--- src/inc/lbs_consts.vh ---
`ifndef LBS_CONSTS_VH
`define LBS_CONSTS_VH
// Register select codes on the write and read ports
`define LBS_SEL_GENERAL 3'h0
`define LBS_SEL_CONFIG  3'h1
`define LBS_SEL_CHA     3'h2
`define LBS_SEL_CH3     3'h3
`define LBS_SEL_CH4     3'h4
`define LBS_SEL_CH5     3'h5
`define LBS_SEL_CH6     3'h6
// General register fields
`define LBS_GEN_PWM     7
`define LBS_GEN_FS_HI   6
`define LBS_GEN_FS_LO   5
`define LBS_GEN_EN6     4
`define LBS_GEN_EN5     3
`define LBS_GEN_EN4     2
`define LBS_GEN_EN3     1
`define LBS_GEN_ENA     0
// Config register fields
`define LBS_CFG_T56     7
`define LBS_CFG_T34     6
`define LBS_CFG_S6A     5
`define LBS_CFG_S5A     4
`define LBS_CFG_S4A     3
`define LBS_CFG_S3A     2
`define LBS_CFG_RS_HI   1
`define LBS_CFG_RS_LO   0
// Reset values
`define LBS_GENERAL_RST 8'h00
`define LBS_CONFIG_RST  8'h00
`define LBS_CODE_RST    6'h3F
`define LBS_RSVD_BITS   2'h3
`define LBS_LEVEL_RST   17'h1_86A0
// Timing, in microseconds, and the clock rate
`define LBS_CLK_MHZ     50
`define LBS_STEP0_US    100
`define LBS_STEP1_US    25000
`define LBS_STEP2_US    50000
`define LBS_STEP3_US    100000
`define LBS_SOFT_US     250
`endif

--- src/logic/lbs_level_rom.v ---
`timescale 1ns/1ps
`include "lbs_consts.vh"
// Current level in thousandths of a percent of full scale
module lbs_level_rom (
   input  wire        clock,
   input  wire        sys_rst,
   input  wire [5:0]  code,
   output reg  [16:0] level_q
);
   reg [16:0] level_d;

   always @* begin
      case (code)
         6'h00: level_d = 17'h0_007D;
         6'h01: level_d = 17'h0_00BC;
         6'h02: level_d = 17'h0_00F9;
         6'h03: level_d = 17'h0_0138;
         6'h04: level_d = 17'h0_0176;
         6'h05: level_d = 17'h0_01B6;
         6'h06: level_d = 17'h0_01F3;
         6'h07: level_d = 17'h0_0230;
         6'h08: level_d = 17'h0_026E;
         6'h09: level_d = 17'h0_02B4;
         6'h0A: level_d = 17'h0_02EE;
         6'h0B: level_d = 17'h0_032A;
         6'h0C: level_d = 17'h0_036B;
         6'h0D: level_d = 17'h0_03AA;
         6'h0E: level_d = 17'h0_03EC;
         6'h0F: level_d = 17'h0_0464;
         6'h10: level_d = 17'h0_04E2;
         6'h11: level_d = 17'h0_055F;
         6'h12: level_d = 17'h0_05DB;
         6'h13: level_d = 17'h0_0659;
         6'h14: level_d = 17'h0_06D6;
         6'h15: level_d = 17'h0_0759;
         6'h16: level_d = 17'h0_080F;
         6'h17: level_d = 17'h0_08C9;
         6'h18: level_d = 17'h0_0986;
         6'h19: level_d = 17'h0_0A7F;
         6'h1A: level_d = 17'h0_0B7B;
         6'h1B: level_d = 17'h0_0C72;
         6'h1C: level_d = 17'h0_0DEA;
         6'h1D: level_d = 17'h0_0F60;
         6'h1E: level_d = 17'h0_10D6;
         6'h1F: level_d = 17'h0_12CD;
         6'h20: level_d = 17'h0_14C2;
         6'h21: level_d = 17'h0_1730;
         6'h22: level_d = 17'h0_19A5;
         6'h23: level_d = 17'h0_1C91;
         6'h24: level_d = 17'h0_1F7B;
         6'h25: level_d = 17'h0_22EA;
         6'h26: level_d = 17'h0_2694;
         6'h27: level_d = 17'h0_2A7A;
         6'h28: level_d = 17'h0_2EE5;
         6'h29: level_d = 17'h0_33C5;
         6'h2A: level_d = 17'h0_391A;
         6'h2B: level_d = 17'h0_3EFC;
         6'h2C: level_d = 17'h0_45D9;
         6'h2D: level_d = 17'h0_4DA3;
         6'h2E: level_d = 17'h0_5669;
         6'h2F: level_d = 17'h0_602D;
         6'h30: level_d = 17'h0_6AF0;
         6'h31: level_d = 17'h0_76A5;
         6'h32: level_d = 17'h0_8357;
         6'h33: level_d = 17'h0_9104;
         6'h34: level_d = 17'h0_9FA9;
         6'h35: level_d = 17'h0_AF4B;
         6'h36: level_d = 17'h0_BFE4;
         6'h37: level_d = 17'h0_D178;
         6'h38: level_d = 17'h0_E407;
         6'h39: level_d = 17'h0_F792;
         6'h3A: level_d = 17'h1_0C11;
         6'h3B: level_d = 17'h1_218A;
         6'h3C: level_d = 17'h1_3802;
         6'h3D: level_d = 17'h1_4F71;
         6'h3E: level_d = 17'h1_68D5;
         default: level_d = 17'h1_86A0;
      endcase
   end

   always @(posedge clock or posedge sys_rst) begin
      if (sys_rst) begin
         level_q <= `LBS_LEVEL_RST;
      end else begin
         level_q <= level_d;
      end
   end
endmodule // lbs_level_rom

--- src/logic/lbs_led_sequencer.v ---
`timescale 1ns/1ps
`include "lbs_consts.vh"
// Summary of operation
// With pwm mode off and the enable pin low, everything including the serial port is off and registers reset.
// With the enable pin high the serial port works and the host turns channels on or off via the general register.
// Register reads and writes work whenever enabled, whether or not any channel is lit.
// Writing one to general bit 7 turns the enable pin into a dimming input.
// In dimming mode group A current flows while the pin is high and stops while it is low.
// The host writes zero to general bit 7 to give the pin its enable role back.
// Each channel brightness is a 6-bit code choosing one of 64 exponential levels.
// A fixed table maps code 0 to 0.125 percent up to code 63 at 100 percent, rising monotonically.
// A change of group A code walks through the table entries at the step rate instead of jumping.
// Step rate field 00, 01, 10, 11 gives 0.1 ms, 25 ms, 50 ms, 100 ms per step.
// Default banks are 2,1,1,1,1 with the first two in group A, and up to all six may join group A.
// Pump output below 2 V shuts pump and outputs, leaves bypass on, and soft-starts when it clears.
// Pump stays unity gain until the worst LED loses regulation, then 1.5x, back when lowest cathode is over 1.8 V.
// The step rate sits in config bits 1 and 0.
// A ramp moves exactly one step per interval toward the target and stops on reaching it.
// A new target during a ramp is pursued from the code applied at that moment.
module lbs_led_sequencer #(
   parameter integer STEP0_CYC = `LBS_STEP0_US * `LBS_CLK_MHZ,
   parameter integer STEP1_CYC = `LBS_STEP1_US * `LBS_CLK_MHZ,
   parameter integer STEP2_CYC = `LBS_STEP2_US * `LBS_CLK_MHZ,
   parameter integer STEP3_CYC = `LBS_STEP3_US * `LBS_CLK_MHZ,
   parameter integer SOFT_CYC  = `LBS_SOFT_US * `LBS_CLK_MHZ
) (
   input  wire        clock,
   input  wire        sys_rst,
   input  wire        enPin,
   input  wire        pumpLow,
   input  wire        headroomLost,
   input  wire        cathodeHigh,
   input  wire        wrStrobe,
   input  wire [2:0]  wrSel,
   input  wire [7:0]  wrData,
   input  wire [2:0]  rdSel,
   output reg  [7:0]  rdData_q,
   output reg         serialActive_q,
   output reg  [5:0]  ledOn_q,
   output reg  [35:0] ledCodes_q,
   output reg  [1:0]  fullScaleSel_q,
   output wire [16:0] levelA_q,
   output reg         rampBusy_q,
   output reg         pumpOn_q,
   output reg         bypassOn_q,
   output reg         pumpHighGain_q
);
   localparam ST_RUN   = 2'b00;
   localparam ST_FAULT = 2'b01;
   localparam ST_SOFT  = 2'b10;

   // Three-stage synchronisers for the pin and the analog comparators
   reg [2:0]  enSync_q;
   reg [2:0]  lowSync_q;
   reg [2:0]  hrSync_q;
   reg [2:0]  chSync_q;
   reg        enLevel_q;
   reg        lowLevel_q;
   reg        hrLevel_q;
   reg        chLevel_q;

   reg [7:0]  general_q;
   reg [7:0]  config_q;
   reg [5:0]  codeA_q;
   reg [5:0]  code3_q;
   reg [5:0]  code4_q;
   reg [5:0]  code5_q;
   reg [5:0]  code6_q;
   reg [5:0]  appliedA_q;
   reg [22:0] stepCnt_q;
   reg [22:0] stepLen;
   reg [1:0]  state_q;
   reg [13:0] softCnt_q;

   wire       pwmMode  = general_q[`LBS_GEN_PWM];
   wire       disabled = ~pwmMode & ~enLevel_q;
   wire       writeOk  = wrStrobe & ~disabled;
   wire [5:0] inA      = {config_q[`LBS_CFG_S6A:`LBS_CFG_S3A], 2'b11};

   always @(posedge clock or posedge sys_rst) begin
      if (sys_rst) begin
         enSync_q   <= 3'h0;
         lowSync_q  <= 3'h0;
         hrSync_q   <= 3'h0;
         chSync_q   <= 3'h0;
         enLevel_q  <= 1'b0;
         lowLevel_q <= 1'b0;
         hrLevel_q  <= 1'b0;
         chLevel_q  <= 1'b0;
      end else begin
         enSync_q  <= {enSync_q[1:0], enPin};
         lowSync_q <= {lowSync_q[1:0], pumpLow};
         hrSync_q  <= {hrSync_q[1:0], headroomLost};
         chSync_q  <= {chSync_q[1:0], cathodeHigh};
         // A level is taken only once the last two stages agree
         if (enSync_q[1] == enSync_q[2]) begin
            enLevel_q <= enSync_q[2];
         end
         if (lowSync_q[1] == lowSync_q[2]) begin
            lowLevel_q <= lowSync_q[2];
         end
         if (hrSync_q[1] == hrSync_q[2]) begin
            hrLevel_q <= hrSync_q[2];
         end
         if (chSync_q[1] == chSync_q[2]) begin
            chLevel_q <= chSync_q[2];
         end
      end
   end

   // Register file
   always @(posedge clock or posedge sys_rst) begin
      if (sys_rst) begin
         general_q <= `LBS_GENERAL_RST;
         config_q  <= `LBS_CONFIG_RST;
         codeA_q   <= `LBS_CODE_RST;
         code3_q   <= `LBS_CODE_RST;
         code4_q   <= `LBS_CODE_RST;
         code5_q   <= `LBS_CODE_RST;
         code6_q   <= `LBS_CODE_RST;
      end else if (disabled) begin
         general_q <= `LBS_GENERAL_RST;
         config_q  <= `LBS_CONFIG_RST;
         codeA_q   <= `LBS_CODE_RST;
         code3_q   <= `LBS_CODE_RST;
         code4_q   <= `LBS_CODE_RST;
         code5_q   <= `LBS_CODE_RST;
         code6_q   <= `LBS_CODE_RST;
      end else if (writeOk) begin
         case (wrSel)
            `LBS_SEL_GENERAL: general_q <= wrData;
            `LBS_SEL_CONFIG:  config_q  <= wrData;
            // Top two bits of the code registers are fixed and ignore writes
            `LBS_SEL_CHA:     codeA_q   <= wrData[5:0];
            `LBS_SEL_CH3:     code3_q   <= wrData[5:0];
            `LBS_SEL_CH4:     code4_q   <= wrData[5:0];
            `LBS_SEL_CH5:     code5_q   <= wrData[5:0];
            `LBS_SEL_CH6:     code6_q   <= wrData[5:0];
            default: begin
            end
         endcase
      end
   end

   always @* begin
      case (config_q[`LBS_CFG_RS_HI:`LBS_CFG_RS_LO])
         2'b00:   stepLen = STEP0_CYC[22:0];
         2'b01:   stepLen = STEP1_CYC[22:0];
         2'b10:   stepLen = STEP2_CYC[22:0];
         default: stepLen = STEP3_CYC[22:0];
      endcase
   end

   // Group A ramp; the timer restarts whenever the target is reached
   always @(posedge clock or posedge sys_rst) begin
      if (sys_rst) begin
         appliedA_q <= `LBS_CODE_RST;
         stepCnt_q  <= 23'h00_0000;
         rampBusy_q <= 1'b0;
      end else if (disabled) begin
         appliedA_q <= `LBS_CODE_RST;
         stepCnt_q  <= 23'h00_0000;
         rampBusy_q <= 1'b0;
      end else if (appliedA_q == codeA_q) begin
         stepCnt_q  <= 23'h00_0000;
         rampBusy_q <= 1'b0;
      end else begin
         rampBusy_q <= 1'b1;
         // A shortened rate mid-step takes effect at once
         if (stepCnt_q >= stepLen - 23'h00_0001) begin
            stepCnt_q <= 23'h00_0000;
            if (codeA_q > appliedA_q) begin
               appliedA_q <= appliedA_q + 6'h01;
            end else begin
               appliedA_q <= appliedA_q - 6'h01;
            end
         end else begin
            stepCnt_q <= stepCnt_q + 23'h00_0001;
         end
      end
   end

   lbs_level_rom uLevelRom (
      .clock   (clock),
      .sys_rst (sys_rst),
      .code    (appliedA_q),
      .level_q (levelA_q)
   );

   // Pump short-circuit handling and gain choice
   always @(posedge clock or posedge sys_rst) begin
      if (sys_rst) begin
         state_q        <= ST_RUN;
         softCnt_q      <= 14'h0000;
         pumpHighGain_q <= 1'b0;
      end else if (disabled) begin
         state_q        <= ST_RUN;
         softCnt_q      <= 14'h0000;
         pumpHighGain_q <= 1'b0;
      end else begin
         case (state_q)
            ST_RUN: begin
               if (lowLevel_q) begin
                  state_q        <= ST_FAULT;
                  pumpHighGain_q <= 1'b0;
               end else if (pumpHighGain_q && chLevel_q) begin
                  pumpHighGain_q <= 1'b0;
               end else if (!pumpHighGain_q && hrLevel_q) begin
                  pumpHighGain_q <= 1'b1;
               end
            end
            ST_FAULT: begin
               softCnt_q <= 14'h0000;
               if (!lowLevel_q) begin
                  state_q <= ST_SOFT;
               end
            end
            ST_SOFT: begin
               if (lowLevel_q) begin
                  state_q <= ST_FAULT;
               end else if (softCnt_q >= SOFT_CYC[13:0] - 14'h0001) begin
                  state_q <= ST_RUN;
               end else begin
                  softCnt_q <= softCnt_q + 14'h0001;
               end
            end
            default: begin
               state_q <= ST_RUN;
            end
         endcase
      end
   end

   // Channel grouping and output gating
   reg [5:0]  onD;
   reg [35:0] codesD;
   reg [5:0]  tie4;
   reg [5:0]  tie6;
   always @* begin
      tie4 = code4_q;
      tie6 = code6_q;
      if (config_q[`LBS_CFG_T34] && !config_q[`LBS_CFG_S3A] && !config_q[`LBS_CFG_S4A]) begin
         tie4 = code3_q;
      end
      if (config_q[`LBS_CFG_T56] && !config_q[`LBS_CFG_S5A] && !config_q[`LBS_CFG_S6A]) begin
         tie6 = code5_q;
      end
      codesD = {tie6, code5_q, tie4, code3_q, appliedA_q, appliedA_q};
      onD    = {general_q[`LBS_GEN_EN6:`LBS_GEN_EN3], {2{general_q[`LBS_GEN_ENA]}}};
   end

   genvar gi;
   generate
      for (gi = 0; gi < 6; gi = gi + 1) begin : gChan
         always @(posedge clock or posedge sys_rst) begin
            if (sys_rst) begin
               ledOn_q[gi]               <= 1'b0;
               ledCodes_q[gi*6 +: 6]     <= `LBS_CODE_RST;
            end else if (inA[gi]) begin
               ledCodes_q[gi*6 +: 6] <= appliedA_q;
               // Dimming pin gates group A only
               ledOn_q[gi] <= ~disabled & (state_q == ST_RUN) & general_q[`LBS_GEN_ENA]
                              & (~pwmMode | enLevel_q);
            end else begin
               ledCodes_q[gi*6 +: 6] <= codesD[gi*6 +: 6];
               ledOn_q[gi]           <= ~disabled & (state_q == ST_RUN) & onD[gi];
            end
         end
      end
   endgenerate

   always @(posedge clock or posedge sys_rst) begin
      if (sys_rst) begin
         rdData_q       <= 8'h00;
         serialActive_q <= 1'b0;
         fullScaleSel_q <= 2'b00;
         pumpOn_q       <= 1'b0;
         bypassOn_q     <= 1'b0;
      end else begin
         serialActive_q <= ~disabled;
         fullScaleSel_q <= general_q[`LBS_GEN_FS_HI:`LBS_GEN_FS_LO];
         pumpOn_q       <= ~disabled & (state_q == ST_RUN);
         bypassOn_q     <= ~disabled & (state_q != ST_RUN);
         if (disabled) begin
            rdData_q <= 8'h00;
         end else begin
            case (rdSel)
               `LBS_SEL_GENERAL: rdData_q <= general_q;
               `LBS_SEL_CONFIG:  rdData_q <= config_q;
               `LBS_SEL_CHA:     rdData_q <= {`LBS_RSVD_BITS, codeA_q};
               `LBS_SEL_CH3:     rdData_q <= {`LBS_RSVD_BITS, code3_q};
               `LBS_SEL_CH4:     rdData_q <= {`LBS_RSVD_BITS, code4_q};
               `LBS_SEL_CH5:     rdData_q <= {`LBS_RSVD_BITS, code5_q};
               `LBS_SEL_CH6:     rdData_q <= {`LBS_RSVD_BITS, code6_q};
               default:          rdData_q <= 8'h00;
            endcase
         end
      end
   end
endmodule // lbs_led_sequencer

--- config.mk ---
export PLATFORM = sky130hd
export DESIGN_NAME = lbs_led_sequencer
export DESIGN_NICKNAME = d
export VERILOG_FILES = /design/src/logic/lbs_level_rom.v /design/src/logic/lbs_led_sequencer.v
export VERILOG_INCLUDE_DIRS = /design/src /design/src/inc
export SDC_FILE = /design/constraint.sdc
export NUM_CORES = 1
export LEC_CHECK = 0
export ABC_CLOCK_PERIOD_IN_PS = 11100
export BUFFER_PORTS_ARGS = -buffer_cell sky130_fd_sc_hd__buf_4
export CAP_MARGIN = 20
export CORE_MARGIN = 2
export CORE_UTILIZATION = 60
export CTS_BUF_LIST = sky130_fd_sc_hd__clkbuf_8
export DETAILED_ROUTE_END_ITERATION = 8
export PLACE_DENSITY = 0.8
export SLEW_MARGIN = 20
export SYNTH_ARGS = -nofsm -noshare
export SYNTH_HDL_FRONTEND = slang
export SYNTH_SLANG_ARGS = --single-unit
--- constraint.sdc ---
create_clock -name clock -period 11.1 [get_ports clock]
set_clock_uncertainty 0.05 [all_clocks]
set_input_delay 1.11 -clock clock [delete_from_list [all_inputs] [get_ports clock]]
set_output_delay 1.11 -clock clock [all_outputs]
set_load 0.005 [all_outputs]
==> results by group <==
Timing
  • Relative slew slack: 0.377
  • Final Hold Viols: 0
  • Max Freq: 241 MHz
  • Pins Over Slew Limit: 0
  • Unrepaired setup endpoints after global routing: no
  • Tmin final: 4.14 ns
  • Worst Max-Slew Pin Slew: 0.930 ns
  • Setup TNS Final: 0 ns
  • Setup-failing EPs final: 0
  • Tcrit/Tclk final: 0.373

Status
  • Status: finished clean

Place
  • DP HPWL: 15.2 mm
  • Port Buffers: 94
  • GPL Wtd Cong: 0.921
  • Placed Area: 10200 um2

GRT
  • GRT Total Usage: 0.284
  • Antenna violations before repair: 1
  • Largest net degree at the start of global routing: 101
  • Vias in the first global route: 7234
  • Grt total ovfl: 0
  • Global-route wire length before repair: 36.9 mm

Route
  • Antenna Nets Post-Route: 0
  • Final WL: 22.3 mm
  • Via Count: 7472
  • Post-route DRC: 0
  • DR pass1 iterations: 8
  • Wire per inst: 18.0 um
  • Met3 WL post-DR: 1.41 mm
  • WL met2: 10.5 mm
  • Vias/cell: 6.02
  • Top layer reached by signal wires: met5
  • WL met1: 9.87 mm
  • Initial DRC Count: 845

Pwr
  • Clock share of power: 0.309
  • Design internal power: 0.000957 W
  • Worst VDD drop: 0.0000884 V
  • Comb pwr share: 0.158
  • Leakage: 4.85 nW
  • Flop pwr share: 0.533
  • Net Switching: 0.000385 W
  • Sw Share: 0.287
  • Pwr Density: 127 nW/um2

Cells and area
  • Final instance area: 10600 um2
  • Layout cells sized above 1: 0.230
  • Syn-to-layout area delta: 12.1%
  • Nets: 1093
  • Filler Cell Count: 1204
  • Diodes inserted: 0
  • Register area: 4440 um2
  • Area of the multi-input gates: 4660 um2

Yosys
  • Simple-gate portion of the synthesized area: 0.148
  • Synth warnings: 0
  • Top_reg_cell synth: dfrtp_1
  • Cell area after synthesis: 9460 um2
  • Synth area leader: dfrtp_1
  • Combinational family with the most area after synthesis: simple AND/OR/NAND/NOR gates
  • #FFs+latches synth: 174
  • Mux cell area share after synthesis: 0.111
  • Synth unique cells: 60
  • Adder-Cell Fraction of Synth Area: 0.0775
  • Gate Count Post-Synth: 960
  • Synth top area share: 0.270
  • Ys async rst share: 1.00
  • Post-synth EDFFs: 0
  • Area contributors post-synth: dfrtp_1, dfstp_2, ha_1
  • Complex-gate fraction of the synthesized area: 0.134
  • Synth Area in XOR/XNOR: 0.0204
  • Syn Area/Cell: 9.85 um2
  • Register area share after synthesis: 0.470
  • Syn nets: 1035

Clock network
  • TritonCTS clock tree: built
  • Number of gates resized after CTS: 0
  • # Post-CTS Setup Buffers: 0
  • CTS Buffer Depth: 2
  • H-tree depth: 4
  • Clock slew at reported path FFs: 0.09 ns
  • Clk sink count: 174
  • Worst-Skew Late Latency: 0.48 ns
  • Clock Tree Root: clkbuf_8
  • Total CTS buffers: 17
  • Hold buffers post-CTS: 0

Worst setup path
  • Req. time, crit path: 11.45 ns
  • Critical path startpoint category: flip-flop
  • CP Class: flip-flop to flip-flop
  • Maximum fanout along the worst path: 60
  • Crit path DAT: 4.50 ns
  • Worst Setup End Kind: flip-flop

Floorplanning
  • Core box area: 15300 um2
  • Initial core utilization: 0.617
  • Ports: 95
  • Die X: 130 um
  • Die height: 130 um
  • Core Rows: 45
  • DIE AREA: 16800 um2

Worst hold path
  • Hold Crit Class: flip-flop to flip-flop

Job
  • Maxcap violations: 0
-- synthesized netlist by cell type, types with 11 or more instances --
| cell | n |
|---|---|
| nor2_1 | 78 |
| dfrtp_1 | 102 |
| dfstp_2 | 72 |
| a31oi_1 | 16 |
| inv_1 | 26 |
| and3_1 | 11 |
| nand4_1 | 12 |
| clkbuf_1 | 47 |
| xnor2_1 | 12 |
| nor3_1 | 13 |
| ha_1 | 53 |
| o21ai_0 | 74 |
| mux2_2 | 15 |
| o211ai_1 | 12 |
| a21oi_1 | 58 |
| mux4_2 | 11 |
| nand2_1 | 133 |
| mux2i_1 | 63 |
| nand3_1 | 26 |
-- per-layer routing --
layer / GRT usage / vias to the layer above
li1: - / 3495
met1: 0.394 / 3614
met2: 0.447 / 309
met3: 0.0570 / 52
met4: 0.104 / 2
met5: 0 / -
-- stage by stage --
stage	hold WS, ns	setup WS (ns)	std cells	utilization	total power (W)
final	0.305	6.96	1241	0.692	0.00134
after global routing	0.310	6.60	1241	0.692	0.00141
after CTS	0.309	7.00	1240	0.691	0.00135
after detailed placement	0.286	7.03	1209	0.667	0.000936
after global placement	0.284	7.16	1209	0.667	0.000927
after floorplan	0.281	5.34	960	-	0.000850
-- power by group through the flow --
stage / Clock [W] / Combinational [W] / Sequential (W)
finish: 0.000414 / 0.000213 / 0.000716
global route: 0.000454 / 0.000238 / 0.000721
CTS: 0.000424 / 0.000210 / 0.000715
detailed placement: 0 / 0.000209 / 0.000727
global placement: 0 / 0.000202 / 0.000725
floorplan: 0 / 0.000135 / 0.000715
-- state kept, by name, summed over array words and instances (netlist names), 8 cells and up --
signal	count
general_q	8
uLevelRom.level_q	17
stepCnt_q	23
ledCodes_q	30
config_q	8
rdData_q	8
softCnt_q	14
-- area by class of cell --
cell class / count / area share
Tap cell: 211 / 0.0249
Sequential cell: 174 / 0.419
Clock inverter: 13 / 0.0107
Timing Repair Buffer: 100 / 0.0712
Multi-Input combinational cell: 697 / 0.440
Clock buffer: 18 / 0.0234
Inverter: 28 / 0.0104
-- path summary, 6_finish.rpt --
| check | from | to | slack [ns] | cells past startpoint |
|---|---|---|---|---|
| max | appliedA_q[2] | appliedA_q[5] | 6.96 | 14 |
| min | chSync_q[0] | chSync_q[1] | 0.30 | 0 |
| max reg2reg | appliedA_q[2] | appliedA_q[5] | 6.96 | 14 |
| min reg2reg | chSync_q[0] | chSync_q[1] | 0.30 | 0 |
| max in group asynchronous | sys_rst | config_q[0] | 8.85 | 3 |
| min in group asynchronous | sys_rst | ledOn_q[3] | 0.75 | 2 |
-- cells in the final DEF (no fill, tap or decap), drive strengths merged, types with 13 or more instances in the layout --
cell type  instances
dfstp             72
buf              100
mux2              15
o21ai             75
clkbuf            18
nand3             26
inv               33
nand2            133
a21oi             58
ha                53
dfrtp            102
a31oi             16
nor2              78
nor3              13
mux2i             63
-- critical path, cell delays in order (launching register included) --
cell	delay (ns)
dfstp_2	0.52
buf_4	0.48
inv_1	0.46
ha_1	0.41
nand4_1	0.11
a21oi_1	0.14
a211oi_1	0.08
or2_2	0.37
ha_1	0.31
a211oi_1	0.35
o21bai_1	0.13
a21oi_1	0.19
xnor2_1	0.18
a21oi_1	0.10
o21ai_0	0.19
-- cells by family (layout without fill, tap and decap cells) --
group                    after synthesis  count (layout)
buffers and inverters                 89             159
AO/OA/AOI/OAI                        212             212
XOR/XNOR                              22              22
adder cells (fa/ha/maj)               59              59
AND/OR/NAND/NOR                      314             314
flip-flops                           174             174
multiplexers                          89              89
other                                  1               1
(Power assumes the default switching activity.)
